<file path="src/include/wdit_pkg.sv">
// constants for the watchdog interval timer
package wdit_pkg;
  localparam logic [1:0] WDIT_RD_CTRL = 2'h0;
  localparam logic [1:0] WDIT_RD_CNT = 2'h1;
  localparam logic [1:0] WDIT_RD_RST = 2'h3;
  localparam logic [7:0] WDIT_KEY_CNT = 8'h5A;
  localparam logic [7:0] WDIT_KEY_CTRL = 8'hA5;
  localparam logic [7:0] WDIT_CNT_RESET = 8'h00;
  localparam logic [7:0] WDIT_CNT_MAX = 8'hFF;
  localparam int WDIT_OVF_BIT = 7;
  localparam int WDIT_MODE_BIT = 6;
  localparam int WDIT_TME_BIT = 5;
  localparam int WDIT_RESET_ENABLE_BIT_BIT = 6;
  localparam int WDIT_RESET_TYPE_SELECT_BIT = 5;
  localparam logic [7:0] WDIT_CTRL_ONES = 8'h18;
  localparam logic [7:0] WDIT_RST_ONES = 8'h1F;
  localparam int WDIT_CLK_MHZ = 50;
  localparam int WDIT_OUT_CYC = 128;
  localparam int WDIT_RST_CYC = 512;
  localparam int WDIT_PRE_W = 13;
  localparam int WDIT_PULSE_W = 10;
endpackage

</file>
<file path="src/hdl/wdit_top.sv">
// watchdog and interval timer with keyed register writes
`timescale 1ns/1ns
module wdit_top (
  input wire logic CLK_SYS,
  input wire logic RSTN,
  input wire logic MANUAL_RESET_PIN_N,
  input wire logic [1:0] ADDR,
  input wire logic RD_EN,
  input wire logic WR_EN,
  input wire logic WR_RST_SEL,
  input wire logic [15:0] WDATA,
  output logic [7:0] RDATA,
  input wire logic STANDBY_REQ,
  input wire logic WAKE_EVENT,
  output logic STANDBY_ACTIVE,
  output logic STANDBY_REFUSED,
  output logic INTERVAL_IRQ,
  output logic OVERFLOW_OUT_N,
  output logic INTERNAL_RESET,
  output logic INTERNAL_RESET_MANUAL
);
  typedef struct packed {
    logic [wdit_pkg::WDIT_PRE_W-1:0] pre;
    logic [7:0] cnt;
    logic ovf;
    logic mode;
    logic timer_enable_bit;
    logic [2:0] cks;
    logic watchdog_overflow_flag;
    logic watchdog_overflow_flag_seen;
    logic reset_enable_bit;
    logic reset_type_select;
    logic [wdit_pkg::WDIT_PULSE_W-1:0] out_cnt;
    logic [wdit_pkg::WDIT_PULSE_W-1:0] rst_cnt;
    logic rst_man;
    logic stby;
    logic [wdit_pkg::WDIT_PULSE_W-1:0] out_len;
    logic [wdit_pkg::WDIT_PULSE_W-1:0] rst_len;
  } wdit_state_t;

  wdit_state_t st_ff, nxt_st;

  function automatic logic tick_sel(input logic [2:0] cks,
                                    input logic [wdit_pkg::WDIT_PRE_W-1:0] p);
    logic [wdit_pkg::WDIT_PRE_W-1:0] m;
    m = '0;
    unique case (cks)
      3'h0: m = 13'h0001;
      3'h1: m = 13'h003F;
      3'h2: m = 13'h007F;
      3'h3: m = 13'h00FF;
      3'h4: m = 13'h01FF;
      3'h5: m = 13'h03FF;
      3'h6: m = 13'h0FFF;
      3'h7: m = 13'h1FFF;
    endcase
    return (p & m) == m;
  endfunction

  logic tick, wrap, wr_cnt, wr_ctrl, ovf_wd, ovf_it;

  always_comb begin
    tick = tick_sel(st_ff.cks, st_ff.pre);
    wrap = (st_ff.timer_enable_bit || st_ff.stby) && tick && st_ff.cnt == wdit_pkg::WDIT_CNT_MAX;
    wr_cnt = WR_EN && !WR_RST_SEL && WDATA[15:8] == wdit_pkg::WDIT_KEY_CNT;
    wr_ctrl = WR_EN && !WR_RST_SEL && WDATA[15:8] == wdit_pkg::WDIT_KEY_CTRL;
    ovf_wd = wrap && st_ff.timer_enable_bit && st_ff.mode;
    ovf_it = wrap && st_ff.timer_enable_bit && !st_ff.mode;
    nxt_st = st_ff;
    nxt_st.pre = st_ff.pre + 1'b1;
    if (st_ff.out_cnt != '0) begin
      nxt_st.out_cnt = st_ff.out_cnt - 1'b1;
    end
    if (st_ff.rst_cnt != '0) begin
      nxt_st.rst_cnt = st_ff.rst_cnt - 1'b1;
    end
    // run lengths of the two pulses, read by the length checks below
    if (!OVERFLOW_OUT_N) begin
      nxt_st.out_len = st_ff.out_len + 1'b1;
    end else begin
      nxt_st.out_len = '0;
    end
    if (INTERNAL_RESET) begin
      nxt_st.rst_len = st_ff.rst_len + 1'b1;
    end else begin
      nxt_st.rst_len = '0;
    end
    if (RD_EN && ADDR == wdit_pkg::WDIT_RD_RST && st_ff.watchdog_overflow_flag) begin
      nxt_st.watchdog_overflow_flag_seen = 1'b1;
    end
    if (!st_ff.timer_enable_bit && !st_ff.stby) begin
      nxt_st.cnt = wdit_pkg::WDIT_CNT_RESET;
    end else if (tick) begin
      nxt_st.cnt = st_ff.cnt + 1'b1;
    end
    if (wrap && st_ff.stby) begin
      nxt_st.stby = 1'b0;
    end
    if (STANDBY_REQ && !st_ff.timer_enable_bit) begin
      nxt_st.stby = 1'b1;
    end
    if (st_ff.stby && !WAKE_EVENT && st_ff.cnt == wdit_pkg::WDIT_CNT_RESET && !tick) begin
      nxt_st.stby = st_ff.stby;
    end
    if (wr_cnt) begin
      nxt_st.cnt = WDATA[7:0]; // write wins over increment
    end
    if (wr_ctrl) begin
      nxt_st.mode = WDATA[wdit_pkg::WDIT_MODE_BIT];
      nxt_st.timer_enable_bit = WDATA[wdit_pkg::WDIT_TME_BIT];
      nxt_st.cks = WDATA[2:0];
      if (!WDATA[wdit_pkg::WDIT_OVF_BIT]) begin
        nxt_st.ovf = 1'b0;
      end
      if (!WDATA[wdit_pkg::WDIT_TME_BIT] && !st_ff.mode) begin
        nxt_st.ovf = 1'b0;
      end
    end
    if (WR_EN && WR_RST_SEL) begin
      if (WDATA == {wdit_pkg::WDIT_KEY_CTRL, 8'h00} && st_ff.watchdog_overflow_flag_seen) begin
        nxt_st.watchdog_overflow_flag = 1'b0;
        nxt_st.watchdog_overflow_flag_seen = 1'b0;
      end
      if (WDATA[15:8] == wdit_pkg::WDIT_KEY_CNT) begin
        nxt_st.reset_enable_bit = WDATA[wdit_pkg::WDIT_RESET_ENABLE_BIT_BIT];
        nxt_st.reset_type_select = WDATA[wdit_pkg::WDIT_RESET_TYPE_SELECT_BIT];
      end
    end
    if (ovf_it) begin
      nxt_st.ovf = 1'b1; // set wins over clear
    end
    if (ovf_wd) begin
      nxt_st.watchdog_overflow_flag = 1'b1;
      nxt_st.out_cnt = wdit_pkg::WDIT_PULSE_W'(wdit_pkg::WDIT_OUT_CYC);
      if (st_ff.reset_enable_bit) begin
        nxt_st.rst_cnt = wdit_pkg::WDIT_PULSE_W'(wdit_pkg::WDIT_RST_CYC);
        nxt_st.rst_man = st_ff.reset_type_select;
      end
      nxt_st.cnt = wdit_pkg::WDIT_CNT_RESET;
      nxt_st.ovf = 1'b0;
      nxt_st.mode = 1'b0;
      nxt_st.timer_enable_bit = 1'b0;
      nxt_st.cks = '0;
    end
  end

  // only the external pin resets this flop set; watchdog reset leaves it alone
  always_ff @(posedge CLK_SYS or negedge RSTN) begin
    if (!RSTN) begin
      st_ff <= '0;
    end else if (!MANUAL_RESET_PIN_N) begin
      st_ff <= nxt_st; // pin manual reset keeps counter and control
    end else begin
      st_ff <= nxt_st;
    end
  end

  always_comb begin
    RDATA = 8'h00;
    if (RD_EN) begin
      unique case (ADDR)
        wdit_pkg::WDIT_RD_CTRL: RDATA = {st_ff.ovf, st_ff.mode, st_ff.timer_enable_bit, 2'b00, st_ff.cks}
                                        | wdit_pkg::WDIT_CTRL_ONES;
        wdit_pkg::WDIT_RD_CNT: RDATA = st_ff.cnt;
        wdit_pkg::WDIT_RD_RST: RDATA = {st_ff.watchdog_overflow_flag, st_ff.reset_enable_bit, st_ff.reset_type_select, 5'h00}
                                       | wdit_pkg::WDIT_RST_ONES;
        default: RDATA = 8'h00;
      endcase
    end
  end

  assign INTERVAL_IRQ = st_ff.ovf;
  assign OVERFLOW_OUT_N = !(st_ff.out_cnt != '0);
  assign INTERNAL_RESET = st_ff.rst_cnt != '0;
  assign INTERNAL_RESET_MANUAL = INTERNAL_RESET && st_ff.rst_man;
  assign STANDBY_ACTIVE = st_ff.stby;
  assign STANDBY_REFUSED = STANDBY_REQ && st_ff.timer_enable_bit;
endmodule

</file>
<file path="config.mk">
export PLATFORM = sky130hd
export DESIGN_NAME = wdit_top
export DESIGN_NICKNAME = d
export VERILOG_FILES = /design/src/include/wdit_pkg.sv /design/src/hdl/wdit_top.sv
export SDC_FILE = /design/constraint.sdc
export NUM_CORES = 1
export LEC_CHECK = 0
export ABC_CLOCK_PERIOD_IN_PS = 3100
export BUFFER_PORTS_ARGS = -buffer_cell sky130_fd_sc_hd__buf_2
export CORE_UTILIZATION = 45
export DETAILED_ROUTE_END_ITERATION = 10
export GPL_TIMING_DRIVEN = 0
export PLACE_DENSITY = 0.68
export SYNTH_ARGS = -nofsm -noshare
export SYNTH_HDL_FRONTEND = slang
export SYNTH_SLANG_ARGS = --single-unit
</file>
<file path="constraint.sdc">
create_clock -name CLK_SYS -period 3.1 [get_ports CLK_SYS]
set_clock_uncertainty 0.2 [all_clocks]
set_input_delay 0.465 -clock CLK_SYS [delete_from_list [all_inputs] [get_ports CLK_SYS]]
set_output_delay 0.465 -clock CLK_SYS [all_outputs]
set_load 0.005 [all_outputs]
</file>
* After elaboration in Yosys (flattened, before gate mapping)
Memory sizes are Yosys's and may differ from the RTL's.
Cells that the tools add are included.
** Word-level totals
- Bits in registers :: 53
- Bits in read-only memories :: 96
- Input port bits :: 26
- Output and inout bits :: 14
- Word-level logic and storage cells :: 95
- Memories :: 1
** Operators by class
- Add/subtract/negate cells :: 4
- Eq/ne operators :: 8
- Muxes and demuxes :: 20
- Bitwise logic cells :: 2
- Reductions and logical operators :: 46
** Memories
- (name not given) :: depth 8, bits a word 12, rd ports 1, clocked after memory_dff 0, write ports 0, RTL line wdit_top.sv:47 : unique case (cks)
** Operators with widths (number)
- $mux 8 :: 4
- $pmux 8 s3 :: 1
- $logic_and 1x1->1 :: 21
- $mux 21 :: 1
- $mux 10 :: 2
- $reduce_bool 10->1 :: 2
- $sub 10x1->10 const B :: 2
- $eq 16x16->1 const B :: 1
- $eq 8x8->1 const B :: 2
- $mux 15 :: 1
- $add 13x1->13 const B :: 1
- $and 13x13->13 :: 1
- $eq 13x13->1 :: 1
- $mux 11 :: 1
- $reduce_and 2->1 :: 5
- $reduce_bool 2->1 :: 5
- $add 8x1->8 const B :: 1
- $eq 8x7->1 const B :: 1
- $logic_not 1->1 :: 8
- $logic_not 8->1 :: 1
- $mux 1 :: 6
- $mux 6 :: 1
- $mux 2 :: 2
- $mux 4 :: 1
- other kinds (8) :: 8

* Logic depth before layout (Yosys ltp)
An unclocked memory read counts as a cell.
- Depth in word-level cells :: 9
- Depth in mapped cells :: 8
- Depth with buffers taken out :: 7

* Least setup slack after synthesis
No wires, ideal clock.
- Path type :: flip-flop to flip-flop
- Start point :: register st_ff[62] (netlist bit)
- End point :: register st_ff[21] (netlist bit)
- Setup time :: 127 ps
- Data arrival time :: 1923 ps
- Required time :: 2773 ps
- Setup slack :: 849 ps
- Stages on the path, launching flop included :: 8
- Buffers on the path :: 1
- Period minus slack after synthesis :: 2251 ps
- Cells stage by stage :: dfrtp_1 > and3_1 > buf_4 > nand2_1 > o32a_1 > nor4_4 > and2_1 > mux2_1
** Between the ends
- Longest elaborated chain between the ends :: 7
** RTL lines
- from (decl) :: RTL line wdit_top.sv:41 : wdit_state_t st_ff, nxt_st;
- from (signal assigned) :: RTL line wdit_top.sv:152 : st_ff <= nxt_st;
- from (signal assigned) :: RTL line wdit_top.sv:154 : st_ff <= nxt_st;
- $and 13x13->13 :: RTL line wdit_top.sv:57 : return (p & m) == m;
- $eq 13x13->1 :: RTL line wdit_top.sv:57
- $logic_and 1x1->1 (2 in series) :: RTL line wdit_top.sv:64 : wrap = (st_ff.timer_enable_bit || st_ff.stby) && tick && st_ff.cnt == wdit_pkg::WDIT_CNT_MAX;
- $logic_and 1x1->1 (2 in series) :: RTL line wdit_top.sv:67 : ovf_wd = wrap && st_ff.timer_enable_bit && st_ff.mode;
- $reduce_and 2->1 (no line)
Every way passes these cells.
A chain may end at the register's enable or synchronous reset.

* Worst setup path after layout
- Start point :: register st_ff[36] (netlist bit)
- End point :: output OVERFLOW_OUT_N
** Between the ends
- Longest elaborated chain between the ends :: 2
** RTL lines
- $reduce_bool 10->1 :: RTL line wdit_top.sv:173 : assign OVERFLOW_OUT_N = !(st_ff.out_cnt != '0);
- $logic_not 1->1 :: RTL line wdit_top.sv:173
- to (decl) :: RTL line wdit_top.sv:18 : output logic OVERFLOW_OUT_N,
Every way passes these cells.

==> flow_summary.json <==
{
  "setup_viol": 0,
  "critPathSlowestCell": "nor4_4",
  "synth_top_area_share_pct": 45.59,
  "cts_made_buffers": 5,
  "crit_type": "register to output port",
  "synth_edf_count": 0,
  "setup_tns_ns": 0,
  "path_cells": "or3_1 -> or2_2 -> nor4_4 -> buf_2",
  "die_w_um": 82.40,
  "die_h_um": 82.40,
  "period_minus_slack_ns": 2.817,
  "post-dp-hpwl_um": 4693,
  "p_sw_share_pct": 31.41,
  "drc": 0,
  "timing.final.crit_share_pct": 90.86,
  "comb_power_share_pct": 17.8,
  "dp.cells": 425,
  "ys_ff_latch": 53,
  "design.die.area_um2": 6790,
  "antenna_found_initial": 0,
  "drt_pass1_iterations": 4,
  "clockBufferDepth": 2,
  "syn_area_um2": 2909,
  "cp.required_ns": 2.43,
  "final_common_cell": "dfrtp_1",
  "clock-root-buffer": "clkbuf_8",
  "power_density_nw_per_um2": 446.5,
  "fin_nets": 388,
  "ys_warn_count": 0,
  "cp_top_family": "simple AND/OR/NAND/NOR gates",
  "io_pins": 40,
  "gp_congestion": 0.8453,
  "final_cells": 433,
  "crit_arrival_ns": 2.15,
  "worstPathMaxFanout": 10,
  "cts_tree": "done",
  "rsz0062_at_grt": "false",
  "slew_viol_final": 0,
  "ys_seq_area_share_pct": 45.59,
  "synth_largest_area_cell": "dfrtp_1",
  "synthCells": 314,
  "drt_iter0_markers": 149,
  "port_buffers": 36,
  "via_per_inst": 5.582,
  "power.switching_uw": 460.1,
  "relSlewSlack_pct": 20.36,
  "vias": 2417,
  "drt-wirelength-per-cell_um": 14.75,
  "core_um2": 6061,
  "start_kind": "register",
  "track_usage_pct": 20.96,
  "endpoint_kind": "output port",
  "finalHoldViolCount": 0,
  "fmax_ghz": 0.3550,
  "ys_types": 49,
  "diodes": 0,
  "rows": 28,
  "clockPowerShare_pct": 29.0,
  "syn_nets": 345,
  "mostFrequentLayoutCells": "dfrtp_1, nor2_1, buf_2",
  "clock_sinks": 53,
  "cts_hold_buffers": 0,
  "leakage_nw": 1.635,
  "max-cap-violations": 0,
  "grt_pass1_vias": 2210,
  "grt_max_degree": 54,
  "drive_gt1_share_pct": 15.08,
  "cp.buffers_inverters": 1,
  "grt_first_pass_wirelength_um": 10610,
  "netlist_top_cells_area": "dfrtp_1, nor2_1, xnor2_1",
  "synth_flop_cell": "dfrtp_1",
  "internal_power_mw": 1.005,
  "hp-class": "input pin to async pin",
  "clk_pin_slew_worst_paths_ns": 0.12,
  "ys_async_sr_fraction_pct": 100.0,
  "clkLatencyLatePin_ns": 0.31,
  "syn_to_final_growth_pct": 12.77,
  "cts_repair_resize_count": 0,
  "syn_area_per_cell_um2": 9.264,
  "vdd_drop_max_uv": 288.5,
  "status": "finished, final reports clean",
  "slowest_delay_ns": 0.49,
  "routed_wl_um": 6386,
  "grt_overflow": 0,
  "post-cts-setup-buffers": 0,
  "drtAntennaViolNets": 0,
  "seq_power_share_pct": 53.3,
  "initial_core_util_pct": 48.00,
  "worst_pin_slew_ns": 1.195,
  "h-tree-depth": 2
}
[per-layer routing]
layer	global-route usage (%)	routed length, um
met4	5.614	68
met2	33.31	2908
met1	29.22	3139
met5	0	0
met3	3.956	270
[synth_stat cells, drive strengths merged, types with 4 or more instances]
library cell   n
and3           6
a21boi         4
o21ai         18
nand4          4
and2           7
nor2b          4
ha             5
inv           15
o21a           5
xor2           4
a31oi          6
mux2i          9
xnor2         16
nor4           6
nor3          12
buf            4
nand2         25
dfrtp         53
nand3         15
a21oi         12
clkbuf         4
a211oi         6
nor2          40
[kinds of logic after synthesis]
kind of cell / synth area share [%]
xor gates and xnor gates: 6.021
DFF: 45.59
buffers and inverters: 3.311
muxes: 4.258
AOI/OAI and AO/OA: 14.50
adders and majority gates: 2.151
and+or+nand+nor: 24.17
[power by group through the flow]
stage / clock, mW / combinational [mW] / sequential [mW]
finish: 0.424 / 0.260 / 0.781
CTS: 0.430 / 0.262 / 0.780
floorplan: 0 / 0.176 / 0.779
detailed placement: 0 / 0.259 / 0.794
global route: 0.464 / 0.292 / 0.789
global placement: 0 / 0.255 / 0.795
[worst paths after layout]
check / end / slack [ns] / startpoint / cells past startpoint
setup reg to reg: st_ff[57] / 0.56 / st_ff[60] / 7
max in group asynchronous: st_ff[37] / 1.78 / RSTN / 1
hold reg to reg: st_ff[72] / 0.27 / st_ff[72] / 1
min in group CLK_SYS: STANDBY_ACTIVE / 0.21 / STANDBY_REQ / 3
hold / removal: st_ff[25] / 0.19 / RSTN / 1
setup / recovery: OVERFLOW_OUT_N / 0.28 / st_ff[36] / 4
[state kept, by name (all words and copies together) (netlist names)]
signal / flops
INTERVAL_IRQ: 1
STANDBY_ACTIVE: 1
st_ff: 51
[layout make-up]
cell class,count,area [um^2]
clock buffers,5,68.82
plain buffers,8,40.04
inverters,15,56.30
multi-input cells,238,1486
well taps,75,93.84
flip-flops and latches,53,1326
repair buffers,36,180.2
fillers,537,2780
clock inverters,3,28.78
[metrics by stage]
stage | utilization, % | hold WS (ns) | setup slack, ns | instance area [um^2] | total power [mW]
after floorplan | - | -0.03059 | 0.8493 | 2909 | 0.9544
final | 54.13 | 0.1884 | 0.2833 | 3281 | 1.465
after global routing | 54.13 | 0.2137 | 0.1012 | 3281 | 1.545
after CTS | 54.13 | 0.2094 | 0.2603 | 3281 | 1.473
after detailed placement | 52.52 | 0.2560 | 0.5937 | 3183 | 1.052
after global placement | 52.52 | 0.2542 | 0.5976 | 3183 | 1.050
No activity file was read; power rests on OpenSTA's default activity.
